<file path="src/common/cbwp_pkg.sv">
// constants, types and helpers for the bus write, i/o and irq port
package cbwp_pkg;

  // ----------------------------------------------------------------
  // bus width codes
  // ----------------------------------------------------------------
  localparam logic [1:0] WIDTH_8 = 2'h0;
  localparam logic [1:0] WIDTH_16 = 2'h1;
  localparam logic [1:0] WIDTH_32 = 2'h2;

  // ----------------------------------------------------------------
  // bus status codes
  // ----------------------------------------------------------------
  localparam logic [1:0] CAUSE_RUN = 2'h0;
  localparam logic [4:0] STAT_IDLE_BASE = 5'h00;
  localparam logic [4:0] STAT_READ = 5'h0a;
  localparam logic [4:0] STAT_WRITE = 5'h0b;

  // ----------------------------------------------------------------
  // lane layout and reset values
  // ----------------------------------------------------------------
  localparam int LANES = 4;
  localparam logic [3:0] LANES_LOW = 4'h3;
  localparam logic [3:0] LANES_HIGH = 4'hc;
  localparam logic [3:0] MASK_NONE = 4'h0;
  localparam logic [1:0] HALF2_OFFSET = 2'h2;
  localparam int PIN_WIDTH = 40;
  localparam logic [39:0] PIN_RESET = 40'h00000000ff;

  // ----------------------------------------------------------------
  // sequencer states
  // ----------------------------------------------------------------
  typedef enum logic [1:0] {
    ST_IDLE = 2'b00,
    ST_T1 = 2'b01,
    ST_T2 = 2'b10,
    ST_GRANT = 2'b11
  } cbwp_state_type;

  // ----------------------------------------------------------------
  // lane helpers
  // ----------------------------------------------------------------
  function automatic logic [3:0] cbwp_mask(input logic [2:0] size,
                                           input logic [1:0] off);
    logic [4:0] ones;
    logic [7:0] wide;
    ones = 5'((5'h01 << size) - 5'h01);
    wide = 8'({3'h0, ones} << off);
    return wide[3:0];
  endfunction

  function automatic logic [31:0] cbwp_dup(input logic [31:0] s,
                                           input logic [3:0] m);
    logic [7:0] lane1;
    logic [7:0] lane0;
    // upper half copied down when no low lane is written
    lane1 = (m[1:0] == 2'h0) ? s[31:24] : s[15:8];
    // lowest written lane always copied onto lane 0
    if (m[0]) begin
      lane0 = s[7:0];
    end else if (m[1]) begin
      lane0 = s[15:8];
    end else if (m[2]) begin
      lane0 = s[23:16];
    end else begin
      lane0 = s[31:24];
    end
    return {s[31:16], lane1, lane0};
  endfunction

endpackage

</file>
<file path="src/rtl/cbwp_sync.sv">
// two flip-flop synchroniser for pin inputs
`timescale 1ns/10ps
module cbwp_sync
  import cbwp_pkg::*;
#(
  parameter int WIDTH = 8,
  parameter logic [WIDTH-1:0] RESET_VALUE = '1
) (
  // clock and reset
  input wire logic clock,
  input wire logic reset_n,
  input wire logic clockEnable,
  // pins and synchronised copy
  input wire logic [WIDTH-1:0] pinIn,
  output logic [WIDTH-1:0] syncOut
);

  // ----------------------------------------------------------------
  // state
  // ----------------------------------------------------------------
  typedef struct packed {
    logic [WIDTH-1:0] stage1;
    logic [WIDTH-1:0] stage2;
  } cbwp_sync_state_type;

  cbwp_sync_state_type r_q;
  cbwp_sync_state_type r_d;

  always_comb begin
    r_d = r_q;
    r_d.stage1 = pinIn;
    r_d.stage2 = r_q.stage1;
  end

  always_ff @(posedge clock or negedge reset_n) begin
    if (!reset_n) begin
      r_q <= {RESET_VALUE, RESET_VALUE};
    end else if (clockEnable) begin
      r_q <= r_d;
    end
  end

  assign syncOut = r_q.stage2;

endmodule

</file>
<file path="src/rtl/cbwp_edge_latch.sv">
// falling edge detector with a sticky pending latch
`timescale 1ns/10ps
module cbwp_edge_latch
  import cbwp_pkg::*;
(
  // clock and reset
  input wire logic clock,
  input wire logic reset_n,
  input wire logic clockEnable,
  // sampled line
  input wire logic sampleEn,
  input wire logic lineN,
  // pending request
  input wire logic clearPulse,
  output logic pending
);

  // ----------------------------------------------------------------
  // state
  // ----------------------------------------------------------------
  typedef struct packed {
    logic prev;
    logic pending;
  } cbwp_edge_state_type;

  cbwp_edge_state_type r_q;
  cbwp_edge_state_type r_d;
  logic fall;

  always_comb begin
    r_d = r_q;
    fall = sampleEn && r_q.prev && !lineN;
    if (sampleEn) begin
      r_d.prev = lineN;
    end
    if (clearPulse) begin
      r_d.pending = 1'b0;
    end
    // set wins over clear
    if (fall) begin
      r_d.pending = 1'b1;
    end
  end

  always_ff @(posedge clock or negedge reset_n) begin
    if (!reset_n) begin
      r_q <= '{prev: 1'b1, pending: 1'b0};
    end else if (clockEnable) begin
      r_q <= r_d;
    end
  end

  assign pending = r_q.pending;

  // ----------------------------------------------------------------
  // checks
  // ----------------------------------------------------------------
  edgeSetsPending_a: assert property (
    @(posedge clock) disable iff (!reset_n)
    (clockEnable && sampleEn && r_q.prev && !lineN) |=> pending)
    else $error("falling edge did not set pending");

  pendingOnlyEdge_a: assert property (
    @(posedge clock) disable iff (!reset_n)
    $rose(pending) |-> $past(sampleEn) && !$past(lineN))
    else $error("pending rose without a sampled falling edge");

endmodule

</file>
<file path="src/rtl/cbwp_port.sv">
// bus write splitter, hold arbiter, i/o qualifier and irq sampler
`timescale 1ns/10ps
module cbwp_port
  import cbwp_pkg::*;
(
  // clock and reset
  input wire logic clock,
  input wire logic reset_n,
  input wire logic clockEnable,
  // access request
  input wire logic reqValid,
  input wire logic reqWrite,
  input wire logic reqLocked,
  input wire logic reqInhibit,
  input wire logic reqBurst,
  input wire logic [31:0] reqAddr,
  input wire logic [31:0] reqData,
  input wire logic [2:0] reqSize,
  input wire logic [1:0] busWidth,
  input wire logic [1:0] idleCause,
  output logic reqReady,
  // access result
  output logic seqDone,
  output logic seqError,
  output logic rdValid,
  output logic [31:0] rdData,
  output logic ioSpecial,
  output logic noncacheable,
  // bus pins
  output logic [31:0] busAddr,
  output logic [3:0] byte_lane_enables,
  output logic [31:0] busDataOut,
  output logic busCycle,
  output logic busWriteCycle,
  output logic [4:0] busStatus,
  output logic io_inhibit,
  output logic bus_hold_grant,
  input wire logic [31:0] busDataIn,
  input wire logic busReadyN,
  input wire logic busErrorN,
  input wire logic bus_retry_in,
  input wire logic io_decode_in,
  input wire logic holdReqN,
  // interrupt pins and requests
  input wire logic maskable_irq_n,
  input wire logic nonmaskable_irq_n,
  input wire logic debug_trap_req_n,
  input wire logic nmiAck,
  input wire logic debugAck,
  output logic intRequest,
  output logic nmiPending,
  output logic debugPending
);

  // ----------------------------------------------------------------
  // state
  // ----------------------------------------------------------------
  typedef struct packed {
    cbwp_state_type state;
    logic [31:0] curAddr;
    logic [31:0] dataS;
    logic [3:0] mask;
    logic [1:0] width;
    logic isWrite;
    logic inhibit;
    logic burst;
    logic lockActive;
    logic ioDecSample;
    logic phase;
    logic intLevel;
    logic [3:0] outBe;
    logic [31:0] outData;
    logic cycle;
    logic ioInhibit;
    logic grant;
    logic [4:0] status;
    logic ready;
    logic seqDone;
    logic seqError;
    logic rdValid;
    logic [31:0] rdData;
    logic ioSpecial;
    logic noncache;
  } cbwp_port_state_type;

  cbwp_port_state_type r_q;
  cbwp_port_state_type r_d;
  logic [39:0] pinSync;
  logic decActive;
  logic rdyActive;
  logic errActive;
  logic rtyActive;
  logic holdActive;
  logic [3:0] written;
  logic [3:0] remain;

  // ----------------------------------------------------------------
  // pin synchronisers
  // ----------------------------------------------------------------
  cbwp_sync #(
    .WIDTH(PIN_WIDTH),
    .RESET_VALUE(PIN_RESET)
  ) pinSyncInst (
    .clock(clock),
    .reset_n(reset_n),
    .clockEnable(clockEnable),
    .pinIn({busDataIn, debug_trap_req_n, nonmaskable_irq_n,
            maskable_irq_n, holdReqN, bus_retry_in, busErrorN,
            busReadyN, io_decode_in}),
    .syncOut(pinSync)
  );

  assign decActive = !pinSync[0];
  assign rdyActive = !pinSync[1];
  assign errActive = !pinSync[2];
  assign rtyActive = !pinSync[3];
  assign holdActive = !pinSync[4];

  // ----------------------------------------------------------------
  // edge latches
  // ----------------------------------------------------------------
  cbwp_edge_latch nmiLatch (
    .clock(clock),
    .reset_n(reset_n),
    .clockEnable(clockEnable),
    .sampleEn(r_q.phase),
    .lineN(pinSync[6]),
    .clearPulse(nmiAck),
    .pending(nmiPending)
  );

  cbwp_edge_latch debugLatch (
    .clock(clock),
    .reset_n(reset_n),
    .clockEnable(clockEnable),
    .sampleEn(1'b1),
    .lineN(pinSync[7]),
    .clearPulse(debugAck),
    .pending(debugPending)
  );

  // ----------------------------------------------------------------
  // sequencer
  // ----------------------------------------------------------------
  always_comb begin
    r_d = r_q;
    r_d.seqDone = 1'b0;
    r_d.seqError = 1'b0;
    r_d.rdValid = 1'b0;
    r_d.ioSpecial = 1'b0;
    r_d.noncache = 1'b0;
    written = MASK_NONE;
    remain = MASK_NONE;
    // irq sampling on alternate edges
    r_d.phase = !r_q.phase;
    if (r_q.phase) begin
      r_d.intLevel = !pinSync[5];
    end
    case (r_q.state)
      ST_IDLE: begin
        if (holdActive && !r_q.lockActive) begin
          r_d.state = ST_GRANT;
          r_d.grant = 1'b1;
          r_d.ready = 1'b0;
        end else if (reqValid && r_q.ready) begin
          r_d.state = ST_T1;
          r_d.ready = 1'b0;
          r_d.curAddr = reqAddr;
          r_d.mask = cbwp_mask(reqSize, reqAddr[1:0]);
          r_d.dataS = reqData << {reqAddr[1:0], 3'h0};
          r_d.width = busWidth;
          r_d.isWrite = reqWrite;
          r_d.burst = reqBurst;
          r_d.cycle = 1'b1;
          r_d.ioInhibit = !reqWrite && reqInhibit;
          r_d.status = reqWrite ? STAT_WRITE : STAT_READ;
          if (!reqWrite && reqLocked) begin
            r_d.lockActive = 1'b1;
          end
        end else begin
          r_d.ready = !holdActive || r_q.lockActive;
        end
      end
      ST_T1: begin
        r_d.state = ST_T2;
        r_d.ioDecSample = 1'b0;
      end
      ST_T2: begin
        // latest sample of the wait states wins; bursts ignore it
        r_d.ioDecSample = decActive && !r_q.burst;
        if (errActive) begin
          r_d.state = ST_IDLE;
          r_d.seqError = 1'b1;
          r_d.lockActive = 1'b0;
        end else if (rtyActive) begin
          r_d.state = ST_T1;
        end else if (rdyActive) begin
          if (r_q.isWrite) begin
            if (r_q.width == WIDTH_16) begin
              written = r_q.curAddr[1] ? LANES_HIGH : LANES_LOW;
              remain = r_q.mask & ~written;
            end else if (r_q.width == WIDTH_8) begin
              remain = r_q.mask & 4'(r_q.mask - 4'h1);
            end
          end
          if (remain != MASK_NONE) begin
            r_d.state = ST_T1;
            r_d.mask = remain;
            if (r_q.width == WIDTH_16) begin
              r_d.curAddr = {r_q.curAddr[31:2], HALF2_OFFSET};
            end else begin
              r_d.curAddr = 32'(r_q.curAddr + 32'h1);
            end
          end else begin
            r_d.state = ST_IDLE;
            r_d.seqDone = 1'b1;
            if (r_q.isWrite) begin
              r_d.lockActive = 1'b0;
            end else begin
              r_d.noncache = decActive && !r_q.burst;
              r_d.ioSpecial = decActive && !r_q.burst
                              && r_q.ioInhibit;
              r_d.rdValid = !(decActive && !r_q.burst && r_q.ioInhibit);
              r_d.rdData = pinSync[39:8];
            end
          end
        end
      end
      ST_GRANT: begin
        if (!holdActive) begin
          r_d.state = ST_IDLE;
          r_d.grant = 1'b0;
        end
      end
      default: begin
        r_d.state = ST_IDLE;
      end
    endcase
    if (r_d.state == ST_IDLE || r_d.state == ST_GRANT) begin
      r_d.cycle = 1'b0;
      r_d.ioInhibit = 1'b0;
      r_d.status = STAT_IDLE_BASE | {3'h0, idleCause};
    end
    r_d.outBe = ~r_d.mask;
    r_d.outData = cbwp_dup(r_d.dataS, r_d.mask);
  end

  always_ff @(posedge clock or negedge reset_n) begin
    if (!reset_n) begin
      r_q <= '{state: ST_IDLE, outBe: 4'hf, status: STAT_IDLE_BASE,
               default: '0};
    end else if (clockEnable) begin
      r_q <= r_d;
    end
  end

  // ----------------------------------------------------------------
  // outputs
  // ----------------------------------------------------------------
  assign reqReady = r_q.ready;
  assign seqDone = r_q.seqDone;
  assign seqError = r_q.seqError;
  assign rdValid = r_q.rdValid;
  assign rdData = r_q.rdData;
  assign ioSpecial = r_q.ioSpecial;
  assign noncacheable = r_q.noncache;
  assign busAddr = r_q.curAddr;
  assign byte_lane_enables = r_q.outBe;
  assign busDataOut = r_q.outData;
  assign busCycle = r_q.cycle;
  assign busWriteCycle = r_q.isWrite;
  assign busStatus = r_q.status;
  assign io_inhibit = r_q.ioInhibit;
  assign bus_hold_grant = r_q.grant;
  assign intRequest = r_q.intLevel;

  // ----------------------------------------------------------------
  // checks
  // ----------------------------------------------------------------
  sixteenUpper_a: assert property (
    @(posedge clock) disable iff (!reset_n)
    (busCycle && busWriteCycle && r_q.width == WIDTH_16 && busAddr[1])
    |-> byte_lane_enables[1:0] == 2'h3
        && (byte_lane_enables[2] || busDataOut[7:0] == r_q.dataS[23:16])
        && (byte_lane_enables[3] || busDataOut[15:8] == r_q.dataS[31:24]))
    else $error("16-bit upper cycle lanes wrong");

  eightLaneZero_a: assert property (
    @(posedge clock) disable iff (!reset_n)
    (clockEnable && r_q.state == ST_T2 && r_q.isWrite && rdyActive
     && !errActive && !rtyActive && r_q.width == WIDTH_8
     && r_q.mask == 4'h3)
    |=> r_q.mask == 4'h2 && busAddr == $past(busAddr) + 32'h1
        && busDataOut[7:0] == r_q.dataS[15:8])
    else $error("8-bit next byte cycle wrong");

  enableLow_a: assert property (
    @(posedge clock) disable iff (!reset_n)
    busCycle |-> byte_lane_enables != 4'hf
                 && byte_lane_enables == ~r_q.mask)
    else $error("byte enables not active low");

  grantIdle_a: assert property (
    @(posedge clock) disable iff (!reset_n)
    bus_hold_grant |-> !busCycle && busStatus[4:2] == 3'h0)
    else $error("status not idle while granted");

  grantCause_a: assert property (
    @(posedge clock) disable iff (!reset_n)
    (clockEnable && bus_hold_grant && holdActive)
    |=> busStatus == (STAT_IDLE_BASE | {3'h0, $past(idleCause)}))
    else $error("idle status did not follow cause");

  grantNoLock_a: assert property (
    @(posedge clock) disable iff (!reset_n)
    $rose(bus_hold_grant) |-> !$past(r_q.lockActive))
    else $error("bus granted inside interlocked pair");

  holdImmediate_a: assert property (
    @(posedge clock) disable iff (!reset_n)
    (clockEnable && r_q.state == ST_IDLE && holdActive && !r_q.lockActive)
    |=> bus_hold_grant)
    else $error("idle hold not granted at once");

  writeNoInhibit_a: assert property (
    @(posedge clock) disable iff (!reset_n)
    (busCycle && busWriteCycle) |-> !io_inhibit)
    else $error("io_inhibit during write");

  specialNoData_a: assert property (
    @(posedge clock) disable iff (!reset_n)
    ioSpecial |-> !rdValid && noncacheable)
    else $error("special i/o read delivered data");

  errorDiscard_a: assert property (
    @(posedge clock) disable iff (!reset_n)
    seqError |-> !ioSpecial && !noncacheable && !seqDone)
    else $error("decode used on error cycle");

  intAlternate_a: assert property (
    @(posedge clock) disable iff (!reset_n)
    $changed(intRequest) |-> $past(r_q.phase))
    else $error("maskable level sampled off phase");

endmodule

</file>
<file path="config.mk">
export PLATFORM = sky130hd
export DESIGN_NAME = cbwp_port
export DESIGN_NICKNAME = d
export VERILOG_FILES = /design/src/common/cbwp_pkg.sv /design/src/rtl/cbwp_sync.sv /design/src/rtl/cbwp_edge_latch.sv /design/src/rtl/cbwp_port.sv
export SDC_FILE = /design/constraint.sdc
export NUM_CORES = 1
export LEC_CHECK = 0
export BUFFER_PORTS_ARGS = -buffer_cell sky130_fd_sc_hd__buf_2
export CORE_ASPECT_RATIO = 1.2
export CORE_UTILIZATION = 50
export DETAILED_ROUTE_END_ITERATION = 7
export PLACE_DENSITY = 0.86
export REMOVE_ABC_BUFFERS = 1
export SLEW_MARGIN = 0
export SYNTH_ARGS = -nofsm -noshare
export SYNTH_HDL_FRONTEND = slang
export SYNTH_SLANG_ARGS = --single-unit
</file>
<file path="constraint.sdc">
create_clock -name clock -period 3.3 [get_ports clock]
set_input_delay 0.66 -clock clock [delete_from_list [all_inputs] [get_ports clock]]
set_output_delay 0.66 -clock clock [all_outputs]
set_load 0.01 [all_outputs]
</file>
==> impl_metrics.py, run 1 <==
metrics = {
    "status": {
        "status": "finished, final reports clean",
    },
    "clock_tree": {
        "ctsResizeCount": 0,
        "cts-hold-fix-buffers": 0,
        "cts_buffer_depth": 3,
        "clkSlewWorstSetupHoldPaths_ns": 0.06,
        "cts_buffers": 23,
        "cts_tree": "built",
        "postCtsSetupBuffers": 0,
        "clk_latency_ns": 0.52,
        "cts.sinks": 225,
        "htree_levels": 1,
        "clock-root-buffer": "clkbuf_16",
    },
    "floorplan": {
        "top_level_ports": 239,
        "rows": 60,
        "core_area_mm2": 0.0227,
        "die-area_mm2": 0.0240,
        "start_util": 0.515,
        "die_w_um": 142,
        "die_h_um": 169,
    },
    "logic_synthesis": {
        "async_flop_share": 1.00,
        "synthDistinctLibCells": 63,
        "ys_ff_latch": 225,
        "synth_top_cell_by_area": "dfrtp_1",
        "synth_cells": 1124,
        "synth_top_area_share": 0.435,
        "synth_seq_area_share": 0.484,
        "avgSynthCellArea_um2": 10.4,
        "synth_warnings": 0,
        "netlist_area_mm2": 0.0117,
        "synth-main-ff-cell": "dfrtp_1",
        "synth-edff-count": 0,
        "synthTopCellsByArea": "dfrtp_1, mux2_2, buf_4",
    },
    "worst_setup_path": {
        "cp_max_fo": 15,
        "critPathRequiredTime_ns": 3.68,
        "crit_arrival_ns": 3.42,
        "crit_type": "register to register",
        "cp-end-kind": "register",
        "critPathLaunchType": "register",
        "reg2regPathDepth": 6,
        "reg2reg_slack_ns": 0.26,
    },
    "routing": {
        "num_vias": 8976,
        "drt-total-wl_um": 28200,
        "remaining_drc_errors": 0,
        "vias_per_cell": 5.71,
        "ant_nets": 0,
        "drt_pass1_iterations": 5,
        "routedWlPerCell_um": 18.0,
        "drt_iter0_drc": 498,
    },
    "layout": {
        "n_fill_cell": 1873,
        "ff_latch_area_mm2": 0.00566,
        "finalNonFillerCells": 1572,
        "multi_input_area_mm2": 0.00492,
        "nets": 1368,
        "drive_above_1_share": 0.362,
        "area_delta_synth_final_pct": 13.5,
    },
    "placed_design": {
        "numPortBuffers": 236,
        "dp_cells": 1530,
        "place_congestion": 0.922,
        "dp_hpwl_um": 19700,
    },
    "power_and_ir_drop": {
        "p_leak_uw": 0.00613,
        "p_per_area_mw_per_mm2": 773,
        "total_power_uw": 10200,
        "peakVddDrop_mv": 0.511,
    },
    "global_routing": {
        "grt_pass1_wl_um": 45700,
        "grtUsageTotal": 0.237,
        "antenna_found_initial": 3,
        "grt_pass1_vias": 8924,
        "grt_max_degree": 82,
        "overflow": 0,
    },
    "sta": {
        "whs_ns": 0.0882,
        "fin_skew_ns": 0.0113,
        "rsz0062_at_grt": "false",
        "period_minus_slack_ns": 3.04,
        "hold_violations": 0,
        "drv_slew": 0,
        "finalSetupTns_ns": 0,
        "setup_violations": 0,
        "fmax_mhz": 329,
        "fin_crit_sh": 0.920,
        "worst_slew_pin_slew_ns": 1.04,
        "max-slew-margin-rel": 0.306,
    },
    "hold_path": {
        "min-delay-path-class": "input pin to async pin",
    },
    "run": {
        "cap_violations": 0,
    },
}
[metrics by stage]
step | worst slack (ns) | area [µm²] | utilization
final | 0.265 | 13300 | 0.585
after global routing | 0.0434 | 13300 | 0.585
after CTS | 0.300 | 13300 | 0.585
after detailed placement | -0.0325 | 12500 | 0.550
after global placement | 0.0890 | 12500 | 0.550
after floorplan | -1.46 | 10600 | -
[where the power goes]
group | internal [µW] | switching (µW)
Clock | 1600 | 1120
Sequential | 3590 | 725
Combinational | 1420 | 1790
[cell usage after synthesis, types with 14 or more instances]
master	number
mux2i_1	36
dfstp_2	22
nand3_1	19
nor2b_1	14
mux2_2	101
inv_1	20
nand2_1	143
o21ai_0	69
nor2_1	65
clkbuf_1	50
nor3_1	14
mux2_4	20
buf_4	105
a21oi_1	55
dfrtp_1	203
a221oi_1	14
[worst max-delay path: stages, from the launching register on]
cell and delay (ns):
dfrtp_1 0.44, nor2b_1 0.40, a21boi_2 0.36, o311ai_2 0.27
a2111oi_4 0.96, and2_1 0.35, a221oi_1 0.11
[worst paths after layout]
path,start,end
min in group clock,reqBurst,r_q[86]
max in group asynchronous,reset_n,pinSyncInst.syncOut[0]
min,reset_n,r_q[124]
max,busWriteCycle,busDataOut[2]
max reg2reg,busWriteCycle,busDataOut[2]
min reg2reg,byte_lane_enables[3],byte_lane_enables[3]
[cells in the final DEF (no fill, tap or decap), types with 9 or more instances in the layout]
cell type / netlist / final
buf_2: 3 / 234
dfrtp_1: 203 / 203
nand2_1: 143 / 143
mux2_2: 101 / 101
o21ai_0: 69 / 69
nor2_1: 65 / 63
a21oi_1: 55 / 55
mux2i_1: 36 / 36
clkbuf_16: 0 / 23
dfstp_2: 22 / 22
buf_4: 105 / 22
inv_1: 20 / 20
mux2_4: 20 / 20
nand3_1: 19 / 19
nor2b_1: 14 / 14
a221oi_1: 14 / 14
nor3_1: 14 / 12
nor4_1: 10 / 10
a22o_1: 10 / 10
o211ai_1: 9 / 9
o31ai_1: 9 / 9
[state kept, by name, indices dropped and copies added, names as in the netlist, 3 cells and up]
signal               count
r_q                     43
rdData                  32
busStatus                3
pinSyncInst.syncOut     40
busAddr                 32
byte_lane_enables        4
pinSyncInst.r_d         40
busDataOut              16
[cell type report]
cell class,count,area share
Sequential cell,225,0.427
Clock inverter,14,0.0129
Antenna cell,1,0.000189
Timing Repair Buffer,261,0.108
Multi-Input combinational cell,714,0.371
Clock buffer,27,0.0468
Inverter,20,0.00566
Tap cell,310,0.0292
[logic make-up after synthesis]
| family | share of synthesized area |
|---|---|
| compound gates | 0.134 |
| simple gates | 0.121 |
| other cells | 0.000321 |
| flops | 0.484 |
| mux | 0.161 |
| buf+inv | 0.0964 |
| xor+xnor | 0.00150 |
| fa+ha+maj | 0.00214 |
[layer usage]
metal,vias up,GRT usage,routed length [µm]
met2,410,0.399,14000
met3,80,0.0471,2180
met1,4348,0.297,11000
li1,4134,-,-
met5,-,0,24
met4,4,0.102,1010
Note: power is estimated with default switching activity, not from simulation.
==> inputs of run 2 (changes only) <==
- CORE_UTILIZATION: 50 -> 49
- PLACE_DENSITY: 0.86 -> 0.85
- clock period: 3.3 -> 3.6 ns (I/O delays scaled with it)
==> run 2 against run 1 <==
  * Clock power down 1%
  * Critical endpoint is now busDataOut[0]
  * Wire length down 0.25%
  * Worst setup slack better by 0.26 ns
  * Largest cell class unchanged
  * Fmax down 1.3%
==> impl_metrics.py, run 2 (synthesis gave the netlist of run 1 again) <==
metrics = {
    "power_and_ir_drop": {
        "p_per_area_mw_per_mm2": 720,
        "total_power_uw": 9580,
        "peakVddDrop_mv": 0.429,
        "p_leak_uw": 0.00615,
    },
    "worst_setup_path": {
        "cp_max_fo": 15,
        "cp-end-kind": "register",
        "crit_arrival_ns": 3.47,
        "critPathLaunch": "r_q[89]",
        "reg2reg_from": "r_q[89]",
        "crit_type": "register to register",
        "critPathRequiredTime_ns": 3.99,
        "critPathLaunchType": "register",
        "reg2reg_slack_ns": 0.52,
    },
    "clock_tree": {
        "cts_buffers": 25,
        "cts_buffer_depth": 3,
        "cts.sinks": 225,
        "htree_levels": 1,
        "cts_tree": "built",
        "cts-hold-fix-buffers": 0,
        "clock-root-buffer": "clkbuf_16",
        "clk_latency_ns": 0.53,
        "postCtsSetupBuffers": 0,
        "clkSlewWorstSetupHoldPaths_ns": 0.06,
        "ctsResizeCount": 0,
    },
    "floorplan": {
        "start_util": 0.502,
        "rows": 61,
        "die-area_mm2": 0.0245,
        "top_level_ports": 239,
        "die_w_um": 143,
        "die_h_um": 171,
        "core_area_mm2": 0.0233,
    },
    "sta": {
        "setup_violations": 0,
        "hold_violations": 0,
        "max-slew-margin-rel": 0.313,
        "fmax_mhz": 325,
        "drv_slew": 0,
        "rsz0062_at_grt": "false",
        "fin_skew_ns": 0.00844,
        "period_minus_slack_ns": 3.08,
        "worst_slew_pin_slew_ns": 1.03,
        "fin_crit_sh": 0.854,
    },
    "placed_design": {
        "numPortBuffers": 236,
        "place_congestion": 0.889,
        "place_area_mm2": 0.0124,
        "dp_hpwl_um": 19700,
    },
    "layout": {
        "largest_reg_flops": 43,
        "drive_above_1_share": 0.362,
        "fin_area_mm2": 0.0133,
        "area_delta_synth_final_pct": 13.9,
        "nets": 1367,
        "n_fill_cell": 1909,
        "mostFrequentLayoutCells": "buf_2, dfrtp_1, nand2_1, mux2_2, o21ai_0",
        "mostFrequentLayoutCell": "buf_2",
        "top_register": "r_q",
    },
    "routing": {
        "remaining_drc_errors": 0,
        "ant_nets": 0,
        "num_vias": 8981,
        "routedWlPerCell_um": 17.9,
        "drt_iter0_drc": 495,
        "vias_per_cell": 5.69,
        "drt-total-wl_um": 28200,
        "drt_pass1_iterations": 5,
    },
    "global_routing": {
        "grtUsageTotal": 0.230,
        "grt_pass1_wl_um": 44700,
        "antenna_found_initial": 2,
        "overflow": 0,
        "grt_max_degree": 96,
        "grt_pass1_vias": 8814,
    },
    "run": {
        "cap_violations": 0,
    },
    "status": {
        "status": "finished, final reports clean",
    },
    "hold_path": {
        "min-delay-path-class": "input pin to async pin",
    },
}
run 2: cell types whose count changed in the layout (fill, tap and decap cells not counted), moves of 2 or more:
cell       delta
clkinv_2      -2
buf_12        -2
clkbuf_8      +3
clkbuf_16     +2
run 2: worst paths after layout:
path	endpoint	cells after the start
setup / recovery	busDataOut[0]	6
hold / removal	r_q[119]	1
setup reg to reg	busDataOut[0]	6
hold reg to reg	r_q[105]	2
max in group asynchronous	rdData[26]	2
min in group clock	r_q[86]	3
run 2: metal layers:
metal	wire [µm]	part of all wire	GRT usage
met3	2220	0.079	0.0476
met4	1280	0.045	0.114
met1	11000	0.39	0.280
met2	13700	0.49	0.387
met5	0	0	0
run 2: final cells by class:
class | instances | area [µm²] | area share
Clock inverter | 12 | 163 | 0.0122
Inverter | 20 | 75.1 | 0.00564
Multi-Input combinational cell | 714 | 4920 | 0.369
Timing Repair Buffer | 258 | 1380 | 0.104
Clock buffer | 32 | 712 | 0.0535
Sequential cell | 225 | 5660 | 0.425
Antenna cell | 2 | 5.00 | 0.000376
Tap cell | 315 | 394 | 0.0296
run 2: metrics by stage:
step	hold WS [ns]	TNS (ns)	worst slack (ns)	instances	utilization
6_report	0.221	0	0.524	1578	0.572
3_3_place_gp	0.456	0	0.328	1532	0.534
3_5_place_dp	0.461	0	0.232	1532	0.534
2_1_floorplan	0.424	-58.29	-1.22	959	-
5_1_grt	0.275	0	0.360	1578	0.572
4_1_cts	0.242	0	0.613	1576	0.571
run 2: power by group:
group | total, µW | internal, µW | switching, µW
registers | 3960 | 3290 | 669
logic | 2930 | 1300 | 1630
clock network | 2680 | 1620 | 1060
run 2: critical path: stages, from the launching register on:
cell and delay (ns):
dfrtp_1 0.49, and2_1 0.24, nor3_1 0.50, o311ai_2 0.30, a2111oi_4 0.96, and2_1 0.34
a221oi_1 0.11
